$ cat config.mk
export PLATFORM = sky130hd
export DESIGN_NAME = dau_top
export DESIGN_NICKNAME = d
export VERILOG_FILES = /design/src/core/dau_pkg.sv /design/src/core/dau_bitrev.sv /design/src/core/dau_top.sv
export VERILOG_INCLUDE_DIRS = /design/src /design/src/core
export SDC_FILE = /design/constraint.sdc
export NUM_CORES = 1
export LEC_CHECK = 0
export ABC_AREA = 0
export BUFFER_PORTS_ARGS = -buffer_cell sky130_fd_sc_hd__buf_2
export CORE_AREA = 2 2 144 146
export DETAILED_ROUTE_END_ITERATION = 12
export DIE_AREA = 0 0 146 148
export MAX_ROUTING_LAYER = met4
export PLACE_DENSITY_LB_ADDON = 0.12
export SLEW_MARGIN = 15
export SYNTH_ARGS = -nofsm -noshare
export SYNTH_HDL_FRONTEND = slang
export SYNTH_SLANG_ARGS = --single-unit
export TNS_END_PERCENT = 1
$ cat constraint.sdc
create_clock -name clock -period 4.07 [get_ports clock]
set_input_delay 0 -clock clock [delete_from_list [all_inputs] [get_ports clock]]
set_output_delay 0 -clock clock [all_outputs]
set_load 0.03 [all_outputs]
$ cat src/core/dau_regs.svh
// Constants of the data address unit: register offsets, field positions,
// reset values and address bounds.
// Assumes inclusion by bare name from the core/ folder.
`ifndef DAU_REGS_SVH
`define DAU_REGS_SVH

// ----------------------------------------------------------------------
// Register byte offsets on the AHB-Lite slave
// ----------------------------------------------------------------------
`define DAU_OFS_CTRL     8'h00
`define DAU_OFS_PAGE     8'h04
`define DAU_OFS_LIMIT    8'h08
`define DAU_OFS_BREV_MOD 8'h0c
`define DAU_OFS_SP       8'h10
`define DAU_OFS_STATUS   8'h14

// ----------------------------------------------------------------------
// Field positions
// ----------------------------------------------------------------------
`define DAU_CTRL_MAP_BIT     0
`define DAU_CTRL_BREV_BIT    1
`define DAU_STAT_OVF_BIT     0
`define DAU_STAT_UNF_BIT     1
`define DAU_STAT_LIMV_BIT    2

// ----------------------------------------------------------------------
// Reset values and address bounds
// ----------------------------------------------------------------------
`define DAU_CTRL_RESET   2'h0
`define DAU_PAGE_RESET   8'h00
`define DAU_BREV_MOD_RESET 15'h0000
`define DAU_SP_RESET     16'h0800
`define DAU_SFR_TOP      16'h0800
`define DAU_NEAR_MASK    16'h1fff
`define DAU_WORD_STEP    16'h0002

`endif

$ cat src/core/dau_pkg.sv
// Types of the data address unit: operations and the grouped request and
// answer carriers that pass between the unit and the execution core.
// Assumes one core clock shared by all parties.
package dau_pkg;

  // --------------------------------------------------------------------
  // Address operations
  // --------------------------------------------------------------------
  typedef enum logic [3:0] {
    dau_op_idle, dau_op_read, dau_op_direct13, dau_op_direct16,
    dau_op_push, dau_op_pop, dau_op_call_lo, dau_op_call_hi,
    dau_op_exc_lo, dau_op_exc_hi, dau_op_bitrev
  } dau_op_t;

  typedef enum logic [1:0] {
    dau_ld_word, dau_ld_byte, dau_ld_sext, dau_ld_zext
  } dau_ld_t;

  // --------------------------------------------------------------------
  // Carriers
  // --------------------------------------------------------------------
  typedef struct packed {
    logic        valid;
    dau_op_t     op;
    logic [15:0] ea;
    logic        sp_rel;
    logic        table_op;
    logic        short_class;
    logic        in_repeat;
    logic [3:0]  rep_flags;
    logic [23:0] pc;
    logic [7:0]  status_low_byte;
    logic [15:0] push_data;
  } dau_req_t;

  typedef struct packed {
    logic        valid;
    logic [15:0] data_addr;
    logic        prog_access;
    logic [23:0] prog_addr;
    logic        x_space;
    logic [1:0]  extra_cycles;
    logic        mem_write;
    logic [15:0] wdata;
    logic        stack_trap;
  } dau_rsp_t;

  typedef struct packed {
    logic        valid;
    dau_ld_t     kind;
    logic        from_prog;
    logic [15:0] mem_data;
    logic [23:0] prog_word;
    logic [15:0] old_value;
  } dau_ld_req_t;

  typedef struct packed {
    logic        valid;
    logic [15:0] value;
  } dau_ld_rsp_t;

  function automatic logic [14:0] dau_rev15(input logic [14:0] v);
    logic [14:0] r;
    r = '0;
    for (int i = 0; i < 15; i++) begin
      r[i] = v[14 - i];
    end
    return r;
  endfunction : dau_rev15

endpackage : dau_pkg

$ cat src/core/dau_bitrev.sv
// Bit-reversed address step: reverse-carry add of the modifier to the word
// index of a data address.
// Assumes the modifier holds half the buffer size in words.
module dau_bitrev
  import dau_pkg::*;
(
  input  wire logic [15:0] addr,
  input  wire logic [14:0] modifier,
  output logic      [15:0] next_addr,
  output logic             mod_ok
);

  logic [14:0] rev_sum;
  logic [14:0] one_hot_chk;

  // ----------------------------------------------------------------------
  // Reverse-carry add
  // ----------------------------------------------------------------------
  // Carries run toward bit 0, so bits above the buffer never change
  always_comb begin
    rev_sum   = dau_rev15(addr[15:1]) + dau_rev15(modifier);
    next_addr = {dau_rev15(rev_sum), addr[0]};
  end

  // Only a single set bit is a legal modifier
  always_comb begin
    one_hot_chk = modifier & (modifier - 15'h0001);
    mod_ok      = (modifier != 15'h0000) && (one_hot_chk == 15'h0000);
  end

endmodule : dau_bitrev

$ cat src/core/dau_top.sv
// Data address unit: program space mapping, stack pointer with limit and
// underflow traps, direct and bit-reversed addressing, load merging,
// and an AHB-Lite register slave.
// Assumes the execution core and the bus share the single core clock.
`include "dau_regs.svh"

// Function
// - Map upper data half onto program page
// - Map only when EA msb and enable set
// - Program address: page above 15 EA bits
// - Return low 16 bits of program word
// - Upper data half always X space
// - Table ops suspend program space mapping
// - Outside repeat: one or two extra cycles
// - Repeat edges two extra, others none
// - Byte load keeps destination high byte
// - Sign and zero extend operations
// - Thirteen-bit direct field reaches near space
// - Sixteen-bit direct field for moves
// - Stack grows up, post-inc push, pre-dec pop
// - Call push clears upper stacked byte
// - Exception push carries status low byte
// - Limit unreset, bit zero reads zero
// - Push past equal limit traps
// - Stack address below 0x0800 traps
// - Bit-reverse mirrors address bit order
// - Modifier is half buffer, power of two
module dau_top
  import dau_pkg::*;
(
  input  wire logic        clock,
  input  wire logic        rst_b,
  input  wire logic        hsel,
  input  wire logic [31:0] haddr,
  input  wire logic [1:0]  htrans,
  input  wire logic        hwrite,
  input  wire logic [2:0]  hsize,
  input  wire logic [31:0] hwdata,
  input  wire logic        hready,
  output logic      [31:0] hrdata,
  output logic             hreadyout,
  output logic             hresp,
  input  wire dau_req_t    req,
  output dau_rsp_t         rsp,
  input  wire dau_ld_req_t ld_req,
  output dau_ld_rsp_t      ld_rsp
);

  // ----------------------------------------------------------------------
  // Registers
  // ----------------------------------------------------------------------
  logic [1:0]  core_control_register;
  logic [7:0]  program_page_select;
  logic [15:0] stack_limit_register;
  logic        limit_valid;
  logic [14:0] bit_reverse_modifier;
  logic [15:0] stack_pointer_register;
  logic        ovf_seen;
  logic        unf_seen;

  logic        dp_write;
  logic [7:0]  dp_ofs;
  logic        addr_phase;
  logic [31:0] wr_val;
  logic [31:0] rd_val;

  logic [15:0] next_ea;
  logic [15:0] next_sp;
  logic [15:0] next_wdata;
  logic        next_mem_write;
  logic        next_prog;
  logic [1:0]  next_extra;
  logic        next_ovf;
  logic        next_unf;
  logic        sp_used;
  logic [15:0] brev_addr;
  logic        brev_ok;
  logic [15:0] ld_src;

  function automatic logic is_ofs(input logic [7:0] a, input logic [7:0] b);
    return a == b;
  endfunction : is_ofs

  // ----------------------------------------------------------------------
  // AHB-Lite slave
  // ----------------------------------------------------------------------
  // Zero wait states; read data is fetched in the address phase and a
  // write still in its data phase is forwarded, except a STATUS clear and an SP write lost to a stack op.
  assign addr_phase = hsel && htrans[1] && hready;
  assign wr_val     = hwdata;

  always_ff @(posedge clock or negedge rst_b) begin
    if (!rst_b) begin
      dp_write <= 1'b0;
      dp_ofs   <= 8'h00;
    end else begin
      dp_write <= addr_phase && hwrite;
      dp_ofs   <= haddr[7:0];
    end
  end

  always_ff @(posedge clock or negedge rst_b) begin
    if (!rst_b) begin
      hreadyout <= 1'b0;
      hresp     <= 1'b0;
    end else begin
      hreadyout <= 1'b1;
      hresp     <= 1'b0;
    end
  end

  always_comb begin
    rd_val = 32'h0000_0000;
    if (is_ofs(haddr[7:0], `DAU_OFS_CTRL)) begin
      rd_val[1:0] = core_control_register;
    end else if (is_ofs(haddr[7:0], `DAU_OFS_PAGE)) begin
      rd_val[7:0] = program_page_select;
    end else if (is_ofs(haddr[7:0], `DAU_OFS_LIMIT)) begin
      rd_val[15:0] = {stack_limit_register[15:1], 1'b0};
    end else if (is_ofs(haddr[7:0], `DAU_OFS_BREV_MOD)) begin
      rd_val[14:0] = bit_reverse_modifier;
    end else if (is_ofs(haddr[7:0], `DAU_OFS_SP)) begin
      rd_val[15:0] = stack_pointer_register;
    end else if (is_ofs(haddr[7:0], `DAU_OFS_STATUS)) begin
      rd_val[`DAU_STAT_OVF_BIT]  = ovf_seen;
      rd_val[`DAU_STAT_UNF_BIT]  = unf_seen;
      rd_val[`DAU_STAT_LIMV_BIT] = limit_valid;
    end
    // Forward only the bits that the register keeps; status flags are not forwarded
    if (dp_write && is_ofs(dp_ofs, haddr[7:0])) begin
      if (is_ofs(dp_ofs, `DAU_OFS_CTRL)) begin
        rd_val = {30'h0, wr_val[1:0]};
      end else if (is_ofs(dp_ofs, `DAU_OFS_PAGE)) begin
        rd_val = {24'h0, wr_val[7:0]};
      end else if (is_ofs(dp_ofs, `DAU_OFS_LIMIT)) begin
        rd_val = {16'h0000, wr_val[15:1], 1'b0};
      end else if (is_ofs(dp_ofs, `DAU_OFS_BREV_MOD)) begin
        rd_val = {17'h0, wr_val[14:0]};
      end else if (is_ofs(dp_ofs, `DAU_OFS_SP) && next_sp == stack_pointer_register) begin
        rd_val = {16'h0000, wr_val[15:1], 1'b0};
      end
    end
  end

  always_ff @(posedge clock or negedge rst_b) begin
    if (!rst_b) begin
      hrdata <= 32'h0000_0000;
    end else if (addr_phase && !hwrite) begin
      hrdata <= rd_val;
    end
  end

  always_ff @(posedge clock or negedge rst_b) begin
    if (!rst_b) begin
      core_control_register <= `DAU_CTRL_RESET;
      program_page_select   <= `DAU_PAGE_RESET;
      bit_reverse_modifier  <= `DAU_BREV_MOD_RESET;
    end else if (dp_write) begin
      if (is_ofs(dp_ofs, `DAU_OFS_CTRL)) begin
        core_control_register <= wr_val[1:0];
      end else if (is_ofs(dp_ofs, `DAU_OFS_PAGE)) begin
        program_page_select <= wr_val[7:0];
      end else if (is_ofs(dp_ofs, `DAU_OFS_BREV_MOD)) begin
        bit_reverse_modifier <= wr_val[14:0];
      end
    end
  end

  // Limit has no reset value; overflow checks wait for the first write
  always_ff @(posedge clock) begin
    if (dp_write && is_ofs(dp_ofs, `DAU_OFS_LIMIT)) begin
      stack_limit_register <= {wr_val[15:1], 1'b0};
    end
  end

  always_ff @(posedge clock or negedge rst_b) begin
    if (!rst_b) begin
      limit_valid <= 1'b0;
    end else if (dp_write && is_ofs(dp_ofs, `DAU_OFS_LIMIT)) begin
      limit_valid <= 1'b1;
    end
  end

  // ----------------------------------------------------------------------
  // Stack pointer
  // ----------------------------------------------------------------------
  assign sp_used = req.valid && (req.sp_rel || req.op == dau_op_push ||
                   req.op == dau_op_pop || req.op == dau_op_call_lo ||
                   req.op == dau_op_call_hi || req.op == dau_op_exc_lo ||
                   req.op == dau_op_exc_hi);

  always_comb begin
    next_sp = stack_pointer_register;
    if (req.valid) begin
      case (req.op)
        dau_op_push, dau_op_call_lo, dau_op_call_hi,
        dau_op_exc_lo, dau_op_exc_hi: begin
          next_sp = stack_pointer_register + `DAU_WORD_STEP;
        end
        dau_op_pop: begin
          next_sp = stack_pointer_register - `DAU_WORD_STEP;
        end
        default: begin
          next_sp = stack_pointer_register;
        end
      endcase
    end
  end

  // A software write loses to a stack operation in the same cycle
  always_ff @(posedge clock or negedge rst_b) begin
    if (!rst_b) begin
      stack_pointer_register <= `DAU_SP_RESET;
    end else if (req.valid && next_sp != stack_pointer_register) begin
      stack_pointer_register <= next_sp;
    end else if (dp_write && is_ofs(dp_ofs, `DAU_OFS_SP)) begin
      stack_pointer_register <= {wr_val[15:1], 1'b0};
    end
  end

  // ----------------------------------------------------------------------
  // Effective address and write data
  // ----------------------------------------------------------------------
  dau_bitrev u_bitrev (
    .addr      (req.ea),
    .modifier  (bit_reverse_modifier),
    .next_addr (brev_addr),
    .mod_ok    (brev_ok)
  );

  always_comb begin
    next_ea        = req.ea;
    next_wdata     = req.push_data;
    next_mem_write = 1'b0;
    case (req.op)
      dau_op_direct13: begin
        next_ea = req.ea & `DAU_NEAR_MASK;
      end
      dau_op_direct16: begin
        next_ea = req.ea;
      end
      dau_op_push: begin
        next_ea        = stack_pointer_register;
        next_mem_write = 1'b1;
      end
      dau_op_pop: begin
        next_ea = stack_pointer_register - `DAU_WORD_STEP;
      end
      dau_op_call_lo, dau_op_exc_lo: begin
        next_ea        = stack_pointer_register;
        next_wdata     = req.pc[15:0];
        next_mem_write = 1'b1;
      end
      dau_op_call_hi: begin
        next_ea        = stack_pointer_register;
        next_wdata     = {8'h00, req.pc[23:16]};
        next_mem_write = 1'b1;
      end
      dau_op_exc_hi: begin
        next_ea        = stack_pointer_register;
        next_wdata     = {req.status_low_byte, req.pc[23:16]};
        next_mem_write = 1'b1;
      end
      dau_op_bitrev: begin
        if (core_control_register[`DAU_CTRL_BREV_BIT] && brev_ok) begin
          next_ea = brev_addr;
        end
      end
      default: begin
        next_ea = req.ea;
      end
    endcase
  end

  // ----------------------------------------------------------------------
  // Program space mapping and extra cycles
  // ----------------------------------------------------------------------
  // Mapped accesses are reads only; a write to the upper half stays in X
  always_comb begin
    next_prog = next_ea[15] && core_control_register[`DAU_CTRL_MAP_BIT] &&
                !req.table_op && !next_mem_write;
    next_extra = 2'd0;
    if (next_prog) begin
      if (!req.in_repeat) begin
        next_extra = req.short_class ? 2'd1 : 2'd2;
      end else if (req.rep_flags != 4'h0) begin
        next_extra = 2'd2;
      end
    end
  end

  // ----------------------------------------------------------------------
  // Stack faults
  // ----------------------------------------------------------------------
  always_comb begin
    next_ovf = sp_used && next_mem_write && limit_valid &&
               (next_ea > stack_limit_register);
    next_unf = sp_used && (next_ea < `DAU_SFR_TOP);
  end

  always_ff @(posedge clock or negedge rst_b) begin
    if (!rst_b) begin
      rsp <= '0;
    end else begin
      rsp.valid        <= req.valid && req.op != dau_op_idle;
      rsp.data_addr    <= next_ea;
      rsp.prog_access  <= req.valid && next_prog;
      rsp.prog_addr    <= {1'b0, program_page_select, next_ea[14:0]};
      rsp.x_space      <= next_ea[15];
      rsp.extra_cycles <= req.valid ? next_extra : 2'd0;
      rsp.mem_write    <= req.valid && next_mem_write;
      rsp.wdata        <= next_wdata;
      rsp.stack_trap   <= next_ovf || next_unf;
    end
  end

  // Sticky fault flags; a new fault wins over a write-one clear
  always_ff @(posedge clock or negedge rst_b) begin
    if (!rst_b) begin
      ovf_seen <= 1'b0;
      unf_seen <= 1'b0;
    end else begin
      if (next_ovf) begin
        ovf_seen <= 1'b1;
      end else if (dp_write && is_ofs(dp_ofs, `DAU_OFS_STATUS) &&
                   wr_val[`DAU_STAT_OVF_BIT]) begin
        ovf_seen <= 1'b0;
      end
      if (next_unf) begin
        unf_seen <= 1'b1;
      end else if (dp_write && is_ofs(dp_ofs, `DAU_OFS_STATUS) &&
                   wr_val[`DAU_STAT_UNF_BIT]) begin
        unf_seen <= 1'b0;
      end
    end
  end

  // ----------------------------------------------------------------------
  // Load merging
  // ----------------------------------------------------------------------
  assign ld_src = ld_req.from_prog ? ld_req.prog_word[15:0] : ld_req.mem_data;

  always_ff @(posedge clock or negedge rst_b) begin
    if (!rst_b) begin
      ld_rsp <= '0;
    end else begin
      ld_rsp.valid <= ld_req.valid;
      case (ld_req.kind)
        dau_ld_byte: begin
          ld_rsp.value <= {ld_req.old_value[15:8], ld_src[7:0]};
        end
        dau_ld_sext: begin
          ld_rsp.value <= {{8{ld_req.old_value[7]}}, ld_req.old_value[7:0]};
        end
        dau_ld_zext: begin
          ld_rsp.value <= {8'h00, ld_req.old_value[7:0]};
        end
        default: begin
          ld_rsp.value <= ld_src;
        end
      endcase
    end
  end

  // ----------------------------------------------------------------------
  // Checks
  // ----------------------------------------------------------------------
  property p_map_gate;
    @(posedge clock) disable iff (!rst_b)
    rsp.prog_access |-> rsp.data_addr[15] && $past(!req.table_op) &&
                        $past(core_control_register[`DAU_CTRL_MAP_BIT]);
  endproperty
  a_map_gate: assert property (p_map_gate) else $error("bad mapping");

  property p_page;
    @(posedge clock) disable iff (!rst_b)
    rsp.prog_access |-> rsp.prog_addr[22:15] == $past(program_page_select) &&
                        rsp.prog_addr[14:0] == rsp.data_addr[14:0];
  endproperty
  a_page: assert property (p_page) else $error("bad program address");

  property p_xspace;
    @(posedge clock) disable iff (!rst_b)
    rsp.valid && $past(req.op) == dau_op_read |-> rsp.x_space == $past(req.ea[15]);
  endproperty
  a_xspace: assert property (p_xspace) else $error("bad x space");

  property p_extra;
    @(posedge clock) disable iff (!rst_b)
    req.valid && next_prog && !req.in_repeat && req.short_class
      |=> rsp.extra_cycles == 2'd1;
  endproperty
  a_extra: assert property (p_extra) else $error("bad extra count");

  property p_repeat;
    @(posedge clock) disable iff (!rst_b)
    req.valid && next_prog && req.in_repeat && req.rep_flags == 4'h0
      |=> rsp.extra_cycles == 2'd0;
  endproperty
  a_repeat: assert property (p_repeat) else $error("bad repeat count");

  property p_byte;
    @(posedge clock) disable iff (!rst_b)
    ld_req.valid && ld_req.kind == dau_ld_byte
      |=> ld_rsp.value[15:8] == $past(ld_req.old_value[15:8]);
  endproperty
  a_byte: assert property (p_byte) else $error("byte load hit high byte");

  property p_push;
    @(posedge clock) disable iff (!rst_b)
    req.valid && req.op == dau_op_push
      |=> stack_pointer_register == $past(stack_pointer_register) + 16'h0002 &&
          rsp.data_addr == $past(stack_pointer_register);
  endproperty
  a_push: assert property (p_push) else $error("bad push");

  property p_call;
    @(posedge clock) disable iff (!rst_b)
    req.valid && req.op == dau_op_call_hi |=> rsp.wdata[15:8] == 8'h00;
  endproperty
  a_call: assert property (p_call) else $error("call byte not clear");

  property p_unf;
    @(posedge clock) disable iff (!rst_b)
    sp_used && next_ea < 16'h0800 |=> rsp.stack_trap && unf_seen;
  endproperty
  a_unf: assert property (p_unf) else $error("missed underflow");

endmodule : dau_top

==> results.md <==
- The flow ran to the end, and the final reports show no timing, DRC or antenna violations.
- The number of antenna violations at the first check in global routing is 1.
- In the synthesized netlist the dominant register cell turns out to be sky130_fd_sc_hd__dfrtp_1.
- Fill cells in the final layout number roughly 1,700.
- For this design the static power due to leakage is a little under 6 nW.
- The number of synthesized flops with an enable pin is 15.
- The worst hold path belongs to the class primary input to register.
- Across every metal layer, demand over resource in global routing totals 0.300.
- The die area is roughly 22,000 sq um.
- The launching element of the worst setup path is bit_reverse_modifier[5].
- The insertion delay to the later sink of the worst-skew pair is approximately 0.43 ns.
- The clock sink total is approximately 150.
- The total via count in the routed design is 9,295.
- The die is between 100 and 150 um tall.
- The mean number of vias per cell is between 5 and 6.
- Once detail routing completed, the nets flagged for antenna violations numbered 0.
- At the end of routability-driven placement, the weighted congestion stood at 0.975.
- The most numerous cell type found on the critical path is sky130_fd_sc_hd__o21a_1.
- During I/O placement, the number of pins put on the boundary was about 330.
- For this run, the top clock speed supported by timing is 0.249 GHz.
- In the routed design, unresolved DRC markers number 0.
- The async set-or-reset flop fraction in the synthesized netlist is 0.898.
- The worst endpoint data arrival time is roughly 4.3 ns.
- The worst setup path is of the register to register kind.
- The final global-route overflow total is 0.
- Together, buffers and inverters on the worst path number 3.
- After clock tree synthesis, the clock-pin slew on the worst setup and hold paths is about 0.06 ns.
- In this run the horizontal extent of the chip is about 150 um.
- For this block, the initial DRC count from the detailed router was around 650.
- The slowest stage of the critical path is the sky130_fd_sc_hd__dfrtp_1 cell.
- The count of endpoints failing hold in the final timing report was 0.
- In this run the power density over the cells is 376 nW/um^2.
- The number of global-route vias before repair is 9,191.
- The clock skew after layout is approximately 0.012 ns.
- The end-of-flow core utilization is 0.640.
- Max-cap violations in this run came to 0.
- The post-place setup slack is -0.180 ns.
- The largest single stage delay on the critical path is around 0.39 ns.
- TritonCTS built the clock tree.
- In the layout the commonest cells are sky130_fd_sc_hd__buf_2 (253), sky130_fd_sc_hd__dfrtp_1 (131), sky130_fd_sc_hd__dlygate4sd3_1 (115).
- Clock tree synthesis inserted a total of 17 buffers.
- The signal on the critical path passes through buf_4 -> or3_4 -> o41ai_4 -> a21oi_2 -> o311a_1 -> o211ai_1 -> buf_4 -> a31oi_1 -> o211ai_1 -> ha_1 -> o21a_1 -> o21a_1 -> o21a_1 -> o21a_1 -> o21a_1 -> o311ai_2 -> buf_4 -> nand2_1.
- The final setup slack of the worst path is 0.0461 ns.
- The final layout contains routed wiring with a total length of about 32 mm.
- The measured slew at the worst slew-check pin is a little under 0.9 ns.
- The peak fanout along the critical path is 3.
- The critical register-to-register path startpoint is bit_reverse_modifier[5].
- Of the cells placed in the final design, the portion with a size suffix greater than 1 is 0.312.
- In this run the standard cell core region covers about 20,000 sq um.
- The most common cell after layout, fill and taps aside is sky130_fd_sc_hd__buf_2.
- In this run the tightest slew margin relative to its limit is 0.422.
- Synthesis instantiated 78 different standard cells from the library.
- Entering global routing, the biggest net connects 92 pins.
- In the final design database the tool counted around 1,600 nets.
- The worst supply voltage drop on vdd is 0.309 mV.
- The kind of cell with the highest combined delay on the critical path is compound AO/OA/AOI/OAI gates.
- The synthesized area is about 9100 sq um.
- The data required time at the worst endpoint is 4.38 ns.
- Once placement finished, the instance area stood at 11,000 sq um.
- The hold path startpoint is ld_req[24].
- The post-synthesis cell count is between 900 and 1,000.
- The row count is 52.
- The number of warnings issued by yosys is 0.
- In this run the mean area of a mapped cell was a little over 9 sq um.
- The final max-slew violation count is 0.
- Setup repair after global routing could not meet its margin everywhere.
- STA classifies the critical path endpoint as a register.
- The HPWL after detailed placement is 23.1 mm.
- The initial core utilization is 0.455.
- The cell chosen for the clock root is sky130_fd_sc_hd__clkbuf_16.
- The number of levels the H-tree was split into is 4.
- STA classifies the critical path startpoint as a register.
- In the final routed layout, each cell accounts on average for about 19 um.
- The number of endpoints failing setup at the final stage is 0.
- The first detailed-routing pass took 7 iterations.
- The first global-routing pass estimated between 40 and 50 mm of wire.
- The synthesized design contains roughly 150 register bits.
- In this run the deepest clock path goes through 2 buffers.
- Dividing the final minimum period by the clock period gives 0.989.
- The final design area excluding fillers is between 10,000 and 15,000 sq um.
- The shortest clock period the worst path allows after layout is between 4 and 5 ns.
- Compared with the post-synthesis result, the final layout area differs by 40.8%.
- The post-synthesis sequential area ratio is 0.412.
- The number of buffers added on ports is between 200 and 300.
- For the final routed database, the setup TNS stands at 0 ns.
logic make-up (layout without fill, tap and decap cells):
family	count (synthesis)	count (layout)	synth area share
simple gates	294	294	0.160
compound gates	291	291	0.205
flops	147	147	0.412
buf+inv	118	516	0.0636
mux	68	68	0.0802
xor+xnor	34	34	0.0327
fa+ha+maj	33	33	0.0458
other cells	2	20	0.000824
worst register-to-register path, delay by kind of cell, from the launching register on:
family	cells	cell delay [ns]
flops	1	0.39
simple gates	2	0.43
compound gates	12	2.29
fa+ha+maj	1	0.30
buf+inv	3	0.50
layer usage:
layer	wire, um	vias up	global-route usage	part of all wire
met4	712	0	0.0840	0.022
met5	0	-	-	0
met3	2020	52	0.0435	0.064
li1	-	4369	-	-
met1	13700	4468	0.401	0.43
met2	15200	406	0.480	0.48
where the power goes:
part	switching (mW)	leakage (nW)	internal, mW	total, mW
logic	0.895	3.79	0.588	1.48
registers	0.105	1.73	1.62	1.73
clock network	0.669	0.290	0.946	1.62
total	1.67	5.81	3.16	4.82
what timing repair did:
| item | in CTS | in global routing |
|---|---|---|
| pin swaps | 1 | 9 |
| endpoints found under the setup margin | 2 | 2 |
| buffers inserted | 1 | 3 |
| gates resized for setup | 5 | 15 |
| endpoints found under the hold margin | 201 | 0 |
| hold buffers | 115 | 0 |
metrics by stage:
| stage | power, mW | cells | hold slack (ns) |
|---|---|---|---|
| after global placement | 3.07 | 1521 | 0.109 |
| final | 4.82 | 1673 | 0.0147 |
| after detailed placement | 3.08 | 1521 | 0.111 |
| after CTS | 4.81 | 1669 | 0.000679 |
| after global routing | 5.04 | 1673 | 0.0314 |
| after floorplan | 2.61 | 1004 | -0.296 |
final timing paths:
check                                           end  slack [ns]  cells past startpoint
setup / recovery                           ovf_seen        0.05                     18
hold / removal                            ld_rsp[8]        0.01                      5
setup reg to reg                           ovf_seen        0.05                     18
hold reg to reg                             rsp[40]        0.40                      0
max in group asynchronous                   rsp[19]        2.79                      3
min in group asynchronous  bit_reverse_modifier[12]        0.23                      2
registers in the layout, summed over array words and instances, names as in the netlist:
name and count:
limit_valid 1, dp_ofs 8, bit_reverse_modifier 15, program_page_select 8, dp_write 1, hreadyout 1
ovf_seen 1, rsp 46, hrdata 16, core_control_register 2, ld_rsp 17, stack_limit_register 15
stack_pointer_register 15, unf_seen 1
cell type report:
cell class | count | area [sq um] | share of cell area
Multi-Input combinational cell | 739 | 4960 | 0.386
Tap cell | 270 | 338 | 0.0263
Clock inverter | 12 | 141 | 0.0110
Antenna cell | 1 | 2.50 | 0.000195
Sequential cell | 147 | 3750 | 0.293
Inverter | 30 | 113 | 0.00877
Clock buffer | 20 | 457 | 0.0356
Timing Repair Buffer | 454 | 3070 | 0.239
cell usage after synthesis (all sizes together) (10+ instances only):
cell type	number	share of area
a21oi	83	0.046
ha	31	0.043
or2	10	0.0071
a221o	13	0.014
a21o	10	0.0082
clkbuf	49	0.020
mux2	30	0.037
dfrtp	131	0.36
xnor2	25	0.024
nor3b	14	0.012
nand4	10	0.0069
mux2i	37	0.041
nand2	68	0.028
buf	39	0.031
o21ai	83	0.046
a31oi	13	0.0089
a22oi	25	0.021
nor2	86	0.035
nor4	15	0.011
inv	30	0.012
nand3	25	0.014
nor3	19	0.011
edfxtp	15	0.049
Power figures use the tool's default switching activity.
